## src/hdl/skip_xor_pkg.sv

```systemverilog
// Package of opcodes, field positions, phases and reset values for the execution block.
package skip_xor_pkg;

    // ====================================================================
    // Q phases within one instruction cycle
    // ====================================================================
    localparam logic [1:0] PH_Q1 = 2'h0;
    localparam logic [1:0] PH_Q2 = 2'h1;
    localparam logic [1:0] PH_Q3 = 2'h2;
    localparam logic [1:0] PH_Q4 = 2'h3;
    localparam logic [1:0] PH_STEP = 2'h1;

    // ====================================================================
    // Instruction encodings and field positions
    // ====================================================================
    localparam logic [6:0] OP_TEST_SKIP = 7'h33;
    localparam logic [7:0] OP_XOR_IMM = 8'h0A;
    localparam logic [13:0] OP_TABLE_STORE = 14'h0003;
    localparam logic [15:0] OP_NO_OPERATION = 16'h0000;
    localparam int TEST_SKIP_MSB = 15;
    localparam int TEST_SKIP_LSB = 9;
    localparam int XOR_OP_LSB = 8;
    localparam int TABLE_OP_LSB = 2;
    localparam int ACCESS_SEL_BIT = 8;

    // Table store pointer modes held in the two lowest opcode bits.
    localparam logic [1:0] TBL_PLAIN = 2'h0;
    localparam logic [1:0] TBL_POST_INC = 2'h1;
    localparam logic [1:0] TBL_POST_DEC = 2'h2;
    localparam logic [1:0] TBL_PRE_INC = 2'h3;

    // ====================================================================
    // Operand addressing
    // ====================================================================
    localparam logic [7:0] ACCESS_LOW_MAX = 8'h5F;
    localparam logic [3:0] ACCESS_HIGH_BANK = 4'hF;
    localparam logic [3:0] ACCESS_LOW_BANK = 4'h0;
    localparam logic [11:0] FILE_ADDR_ZERO = 12'h000;

    // ====================================================================
    // Widths and reset values
    // ====================================================================
    localparam logic [7:0] BYTE_ZERO = 8'h00;
    localparam logic [21:0] TPTR_RESET = 22'h000000;
    localparam logic [21:0] TPTR_STEP = 22'h000001;
    localparam int SIGN_BIT = 7;

    typedef enum logic [1:0] {S_RUN, S_SKIP1, S_SKIP2, S_TBL} exec_state_e;

endpackage

```

## src/hdl/operand_addr.sv

```systemverilog
// Operand address generator for byte-oriented file register access.
`timescale 1ns/1ns

module operand_addr
(
    input wire logic [7:0] file_field_in,
    input wire logic access_sel_in,
    input wire logic extended_in,
    input wire logic [3:0] bank_select_reg_in,
    input wire logic [11:0] fsr2_in,
    output logic [11:0] file_addr_out
);
    import skip_xor_pkg::*;

    // ====================================================================
    // Address selection
    // ====================================================================
    // Indexed mode only claims the lower access range, so the special
    // function registers in the upper access range stay reachable.
    always_comb
    begin
        if (access_sel_in)
        begin
            file_addr_out = {bank_select_reg_in, file_field_in};
        end
        else if (extended_in && (file_field_in <= ACCESS_LOW_MAX))
        begin
            file_addr_out = 12'(fsr2_in + {4'h0, file_field_in});
        end
        else if (file_field_in <= ACCESS_LOW_MAX)
        begin
            file_addr_out = {ACCESS_LOW_BANK, file_field_in};
        end
        else
        begin
            file_addr_out = {ACCESS_HIGH_BANK, file_field_in};
        end
    end

endmodule // operand_addr

```

## src/hdl/skip_test_xor_literal_exec.sv

```systemverilog
// Execution unit for test-and-skip, xor-immediate and the table store tail.
// Summary of operation
// - Zero operand on test-and-skip drops the prefetched word, runs a no-operation cycle.
// - Taken skip over a two-word successor takes three cycles, flushing both words.
// - Access-select 0 uses the access bank; 1 uses the bank select register.
// - Access-select 0, extended set on, address up to 95: indexed offset addressing.
// - Every extra skip cycle does nothing in all four Q phases.
// - Xor-immediate writes accumulator XOR 8-bit literal back, one word, one cycle.
// - Xor-immediate updates only negative and zero; test-and-skip changes no flags.
// - Table store second cycle writes table byte latch into holding register at pointer.
`timescale 1ns/1ns

module skip_test_xor_literal_exec
(
    input wire logic clk_in,
    input wire logic resetn_in,
    input wire logic instr_valid_in,
    input wire logic [15:0] instr_in,
    input wire logic next_two_word_in,
    input wire logic extended_in,
    input wire logic [3:0] bank_select_reg_in,
    input wire logic [11:0] fsr2_in,
    input wire logic [7:0] file_data_in,
    input wire logic [7:0] table_byte_latch_in,
    input wire logic acc_load_in,
    input wire logic [7:0] acc_data_in,
    input wire logic tptr_load_in,
    input wire logic [21:0] tptr_data_in,
    output logic [1:0] phase_out,
    output logic [11:0] file_addr_out,
    output logic file_rd_out,
    output logic flush_out,
    output logic nop_cycle_out,
    output logic [7:0] acc_out,
    output logic flag_n_out,
    output logic flag_z_out,
    output logic [21:0] table_pointer_out,
    output logic hold_wr_out,
    output logic [21:0] hold_addr_out,
    output logic [7:0] hold_data_out
);
    import skip_xor_pkg::*;

    // ====================================================================
    // State
    // ====================================================================
    exec_state_e st;
    exec_state_e next_st;
    logic [1:0] q;
    logic [1:0] next_q;
    logic [15:0] ir;
    logic [15:0] next_ir;
    logic zero;
    logic next_zero;
    logic two;
    logic next_two;
    logic [7:0] acc;
    logic [7:0] next_acc;
    logic fn;
    logic next_fn;
    logic fz;
    logic next_fz;
    logic [21:0] tptr;
    logic [21:0] next_tptr;
    logic [7:0] tbyte;
    logic [7:0] next_tbyte;
    logic [11:0] faddr;
    logic [11:0] next_faddr;
    logic frd;
    logic next_frd;
    logic flush;
    logic next_flush;
    logic no_operation;
    logic next_nop;
    logic hwr;
    logic next_hwr;
    logic [21:0] haddr;
    logic [21:0] next_haddr;
    logic [7:0] hdata;
    logic [7:0] next_hdata;
    logic [11:0] op_addr;
    logic is_tst;
    logic is_xor;
    logic is_tbl;
    logic [7:0] xor_res;

    // ====================================================================
    // Decode and operand address
    // ====================================================================
    // Decode is taken from the latched word, so a late instr_in change
    // after Q1 cannot disturb an instruction already in flight.
    assign is_tst = (ir[TEST_SKIP_MSB:TEST_SKIP_LSB] == OP_TEST_SKIP);
    assign is_xor = (ir[TEST_SKIP_MSB:XOR_OP_LSB] == OP_XOR_IMM);
    assign is_tbl = (ir[TEST_SKIP_MSB:TABLE_OP_LSB] == OP_TABLE_STORE);
    assign xor_res = acc ^ ir[7:0];

    operand_addr operand_addr_inst
    (
        .file_field_in(ir[7:0]),
        .access_sel_in(ir[ACCESS_SEL_BIT]),
        .extended_in(extended_in),
        .bank_select_reg_in(bank_select_reg_in),
        .fsr2_in(fsr2_in),
        .file_addr_out(op_addr)
    );

    // ====================================================================
    // Next-state logic
    // ====================================================================
    always_comb
    begin
        next_q = 2'(q + PH_STEP);
        next_st = st;
        next_ir = ir;
        next_zero = zero;
        next_two = two;
        next_acc = acc_load_in ? acc_data_in : acc;
        next_fn = fn;
        next_fz = fz;
        next_tptr = tptr_load_in ? tptr_data_in : tptr;
        next_tbyte = tbyte;
        next_faddr = faddr;
        next_frd = 1'b0;
        next_flush = 1'b0;
        next_nop = no_operation;
        next_hwr = 1'b0;
        next_haddr = haddr;
        next_hdata = hdata;
        case (st)
            S_RUN:
            begin
                case (q)
                    PH_Q1:
                    begin
                        next_ir = instr_valid_in ? instr_in : OP_NO_OPERATION;
                    end
                    PH_Q2:
                    begin
                        if (is_tst)
                        begin
                            next_faddr = op_addr;
                            next_frd = 1'b1;
                        end
                    end
                    PH_Q3:
                    begin
                        if (is_tst)
                        begin
                            next_zero = (file_data_in == BYTE_ZERO);
                            next_two = next_two_word_in;
                        end
                    end
                    PH_Q4:
                    begin
                        if (is_xor)
                        begin
                            next_acc = xor_res;
                            next_fz = (xor_res == BYTE_ZERO);
                            next_fn = xor_res[SIGN_BIT];
                        end
                        else if (is_tst && zero)
                        begin
                            next_flush = 1'b1;
                            next_nop = 1'b1;
                            next_st = S_SKIP1;
                        end
                        else if (is_tbl)
                        begin
                            if (ir[1:0] == TBL_PRE_INC)
                            begin
                                next_tptr = 22'(tptr + TPTR_STEP);
                            end
                            next_st = S_TBL;
                        end
                    end
                    default:
                    begin
                        next_st = S_RUN;
                    end
                endcase
            end
            S_SKIP1:
            begin
                // No fetch, read or write happens in a flushed cycle.
                if (q == PH_Q4)
                begin
                    next_st = two ? S_SKIP2 : S_RUN;
                    next_flush = two;
                    next_nop = two;
                end
            end
            S_SKIP2:
            begin
                if (q == PH_Q4)
                begin
                    next_st = S_RUN;
                    next_nop = 1'b0;
                end
            end
            S_TBL:
            begin
                if (q == PH_Q2)
                begin
                    next_tbyte = table_byte_latch_in;
                end
                else if (q == PH_Q4)
                begin
                    next_hwr = 1'b1;
                    next_haddr = tptr;
                    next_hdata = tbyte;
                    if (ir[1:0] == TBL_POST_INC)
                    begin
                        next_tptr = 22'(tptr + TPTR_STEP);
                    end
                    else if (ir[1:0] == TBL_POST_DEC)
                    begin
                        next_tptr = 22'(tptr - TPTR_STEP);
                    end
                    next_st = S_RUN;
                end
            end
            default:
            begin
                next_st = S_RUN;
            end
        endcase
    end

    // ====================================================================
    // Registers
    // ====================================================================
    always_ff @(posedge clk_in or negedge resetn_in)
    begin
        if (!resetn_in)
        begin
            st <= S_RUN;
            q <= PH_Q1;
            ir <= OP_NO_OPERATION;
            zero <= 1'b0;
            two <= 1'b0;
            acc <= BYTE_ZERO;
            fn <= 1'b0;
            fz <= 1'b0;
            tptr <= TPTR_RESET;
            tbyte <= BYTE_ZERO;
            faddr <= FILE_ADDR_ZERO;
            frd <= 1'b0;
            flush <= 1'b0;
            no_operation <= 1'b0;
            hwr <= 1'b0;
            haddr <= TPTR_RESET;
            hdata <= BYTE_ZERO;
        end
        else
        begin
            st <= next_st;
            q <= next_q;
            ir <= next_ir;
            zero <= next_zero;
            two <= next_two;
            acc <= next_acc;
            fn <= next_fn;
            fz <= next_fz;
            tptr <= next_tptr;
            tbyte <= next_tbyte;
            faddr <= next_faddr;
            frd <= next_frd;
            flush <= next_flush;
            no_operation <= next_nop;
            hwr <= next_hwr;
            haddr <= next_haddr;
            hdata <= next_hdata;
        end
    end

    // Outputs are the flip-flops themselves.
    assign phase_out = q;
    assign file_addr_out = faddr;
    assign file_rd_out = frd;
    assign flush_out = flush;
    assign nop_cycle_out = no_operation;
    assign acc_out = acc;
    assign flag_n_out = fn;
    assign flag_z_out = fz;
    assign table_pointer_out = tptr;
    assign hold_wr_out = hwr;
    assign hold_addr_out = haddr;
    assign hold_data_out = hdata;
endmodule // skip_test_xor_literal_exec

```

## config.mk

```make
export PLATFORM = sky130hd
export DESIGN_NAME = skip_test_xor_literal_exec
export DESIGN_NICKNAME = d
export VERILOG_FILES = /design/src/hdl/skip_xor_pkg.sv /design/src/hdl/operand_addr.sv /design/src/hdl/skip_test_xor_literal_exec.sv
export SDC_FILE = /design/constraint.sdc
export NUM_CORES = 1
export LEC_CHECK = 0
export ABC_CLOCK_PERIOD_IN_PS = 2400
export BUFFER_PORTS_ARGS = -buffer_cell sky130_fd_sc_hd__buf_4
export CORE_MARGIN = 5
export CORE_UTILIZATION = 50
export DETAILED_ROUTE_END_ITERATION = 6
export GPL_TIMING_DRIVEN = 0
export HOLD_SLACK_MARGIN = 0.06
export PLACE_DENSITY = 0.74
export SETUP_SLACK_MARGIN = 0.05
export SLEW_MARGIN = 5
export SYNTH_ARGS = -nofsm -noshare
export SYNTH_HDL_FRONTEND = slang
export SYNTH_HIERARCHICAL = 1
export SYNTH_SLANG_ARGS = --single-unit
```

## constraint.sdc

```tcl
create_clock -name clk_in -period 2.4 [get_ports clk_in]
set_clock_uncertainty 0.2 [all_clocks]
set_input_delay 0.36 -clock clk_in [delete_from_list [all_inputs] [get_ports clk_in]]
set_output_delay 0.36 -clock clk_in [all_outputs]
set_load 0.05 [all_outputs]
```

==> results.py <==
metrics = {
    "synthesis": {
        "synth_edf_count": 0,
        "yosys.area.top_type": "dfrtp_1",
        "synth_seq_area_share_pct": 37.9,
        "yosysMostFrequentCell": "dfrtp_1",
        "avgSynthCellArea_um2": 9.11,
        "yosysTopAreaCellShare_pct": 37.9,
        "synth_area_leaders": "dfrtp_1 38%, mux2_2 8.2%, nand2_1 5.4%, o21ai_0 4.7%, ha_1 3.5%",
        "synthArstFlopShare_pct": 100,
        "syn_area_um2": 7140,
        "syn_inst": 784,
        "synth_cell_types": 78,
        "synth_common_cells": "108 x dfrtp_1, 102 x nand2_1, 67 x o21ai_0",
        "synth_ff_type": "dfrtp_1",
        "synth_warnings": 6,
        "synth-seq-cells": 108,
        "synth_nets": 890,
    },
    "drt": {
        "drtIter0Drc": 773,
        "vias_per_cell": 5.98,
        "ant_nets": 0,
        "wl_per_cell_um": 19.0,
        "post-route-drc-count": 0,
        "drtPass1Iterations": 6,
        "dr_total_vias": 7342,
        "wl_um": 23300,
    },
    "global_routing": {
        "grt_util_all_layers_pct": 26.3,
        "grt_max_degree": 109,
        "grt_pass1_vias": 6829,
        "antenna_found_initial": 0,
        "grt-ovfl-total": 0,
        "grt_pass1_wl_um": 35100,
    },
    "pwr": {
        "ir_worst_vdd_mv": 0.749,
        "power_density_nw_per_um2": 1270,
        "p_leak_nw": 4.65,
    },
    "placement": {
        "dpl.hpwl_um": 15500,
        "io_buffer_count": 162,
        "placed_cells": 1126,
        "gp_congestion": 0.931,
    },
    "timing": {
        "setup_viol_count_final": 11,
        "min_period_ps": 2470,
        "hold_viol": 0,
        "fin_ws_ps": -72.0,
        "hold_ws_ps": 68.3,
        "slew_headroom_pct": 33.4,
        "max_freq_ghz": 0.405,
        "rsz0062_at_grt": "yes",
        "worst_pin_slew_ps": 999,
        "report.final.slew_viol_count": 0,
        "post-route-period-util_pct": 103,
    },
    "floorplanning": {
        "row_count": 43,
        "start_util_pct": 51.2,
        "ios": 165,
        "core_area_um2": 13900,
        "die_h_um": 129,
        "die_width_um": 129,
        "dieArea_um2": 16800,
    },
    "setup_path": {
        "arrival_ps": 2560,
        "critPathKind": "reg2reg",
        "cp-start-kind": "flip-flop",
        "endpoint_kind": "flip-flop",
        "cp_max_fo": 4,
        "crit_chain": "clkbuf_16 -> clkinv_8 -> ha_4 -> or4b_4 -> or2_4 -> a221o_1 -> a31oi_1 -> a221o_1",
        "crit_top_cell": "a221o_1",
        "cp_slowest_cell": "or4b_4",
        "cpPeakStageDelay_ps": 500,
        "required_ps": 2490,
    },
    "finish": {
        "areaGrowthSynthToFinish_pct": 42.9,
        "antenna_cells": 0,
        "fin_cells": 1227,
        "nNetsFinal": 1148,
        "utilization_pct": 73.2,
        "layout-drive-gt1-share_pct": 41.7,
    },
    "clock_network": {
        "clkLatencyLatePin_ps": 360,
        "cts_made_buffers": 9,
        "ctsHtreeMaxLevel": 3,
        "clock-root-buffer": "clkbuf_16",
        "cts_sinks": 108,
        "cts_tree": "yes",
        "clk_pin_slew_ps": 80,
        "clockBufferDepth": 2,
    },
    "hold_path": {
        "hp-class": "in2reg",
    },
    "outcome": {
        "violations": "negative setup slack",
        "outcome": "finished with violations",
    },
    "flow_run": {
        "max-cap-violations": 0,
    },
}
metrics by stage:
stage | area, µm² | total power (W) | TNS [ps] | setup slack, ps
final | 10200 | 0.0129 | -398 | -72.0
after global routing | 10200 | 0.0136 | -1160 | -134
after CTS | 9590 | 0.0120 | -273 | -75.3
after detailed placement | 8670 | 0.00979 | -12020 | -401
after global placement | 8670 | 0.00971 | -11060 | -363
after floorplan | 7230 | 0.00788 | -673 | -92.5
where the power goes:
part | total [W] | internal (W) | leakage [nW] | switching, W
Combinational | 0.00816 | 0.00330 | 3.16 | 0.00486
Clock | 0.00161 | 0.000862 | 0.154 | 0.000748
Sequential | 0.00315 | 0.00250 | 1.34 | 0.000649
cells by family after synthesis:
logic type      count (synthesis)  share of synthesized area [%]
simple gates                  261                           19.0
compound gates                205                           19.2
flops                         108                           37.9
buf+inv                        81                           4.71
mux                            73                           11.1
xor+xnor                       35                           4.29
fa+ha+maj                      21                           3.79
layer usage:
metal	vias to the layer above	global-route usage [%]	part of all wire, %
met5	-	0	0
met4	0	9.29	3.4
met3	73	3.92	9.2
met2	431	42.1	46
met1	3435	36.5	41
li1	3403	-	-
repair_timing:
| action | CTS | global route |
|---|---|---|
| resized for setup | 61 | 75 |
| hold endpoints to repair | 122 | 0 |
| gates cloned | 0 | 0 |
| endpoints found under the setup margin | 54 | 51 |
| buffers inserted | 32 | 42 |
| hold buffers | 15 | 0 |
| pin swaps | 29 | 30 |
registers in the layout, summed over array words and instances, names as in the netlist, 2 cells and up:
name,flops
table_pointer_out,22
file_addr_out,12
acc_out,8
hold_addr_out,22
hold_data_out,8
ir,16
phase_out,2
tbyte,8
st,2
cell type report:
| type | instances | area, µm² |
|---|---|---|
| Buffer | 49 | 327 |
| Fill cell | 1079 | 3730 |
| Inverter | 29 | 125 |
| Sequential cell | 108 | 2730 |
| Timing Repair Buffer | 250 | 1930 |
| Multi-Input combinational cell | 595 | 4540 |
| Tap cell | 180 | 225 |
| Clock buffer | 10 | 239 |
| Clock inverter | 6 | 77.6 |
layout by cell type (no fill, tap or decap), types with 8 or more instances in the layout:
| cell type | netlist | routed |
|---|---|---|
| nand4_1 | 10 | 10 |
| nand2_1 | 102 | 99 |
| inv_1 | 29 | 26 |
| clkbuf_16 | 0 | 10 |
| ha_4 | 0 | 8 |
| mux2i_1 | 21 | 21 |
| dfrtp_2 | 0 | 25 |
| nor3_1 | 16 | 12 |
| xnor2_1 | 15 | 14 |
| o21ai_0 | 67 | 63 |
| dlygate4sd3_1 | 0 | 15 |
| dfrtp_1 | 108 | 83 |
| buf_4 | 1 | 232 |
| a21oi_1 | 30 | 27 |
| mux2_2 | 52 | 48 |
| nor4_1 | 12 | 8 |
| clkbuf_1 | 36 | 16 |
| ha_1 | 20 | 9 |
| nor2_1 | 36 | 32 |
| o22ai_1 | 21 | 21 |
| buf_6 | 2 | 13 |
| nand3_1 | 22 | 19 |
| xor2_1 | 20 | 20 |
| clkbuf_2 | 0 | 14 |
| and3_1 | 9 | 8 |
worst max-delay path: cells and delay by family (launching register included):
kind | cells | cell delay [ps]
fa+ha+maj | 1 | 120
flops | 1 | 440
compound gates | 3 | 650
buf+inv | 2 | 200
simple gates | 2 | 780
final timing paths:
kind / startpoint / endpoint / slack, ps / cells past startpoint
max: table_pointer_out[0] / table_pointer_out[6] / -70 / 8
min: instr_in[1] / ir[1] / 70 / 3
max reg2reg: table_pointer_out[0] / table_pointer_out[6] / -70 / 8
min reg2reg: hold_addr_out[0] / hold_addr_out[0] / 290 / 2
max in group asynchronous: resetn_in / table_pointer_out[14] / 750 / 2
min in group asynchronous: resetn_in / file_addr_out[11] / 510 / 2
Note: power is estimated with default switching activity, not from simulation.
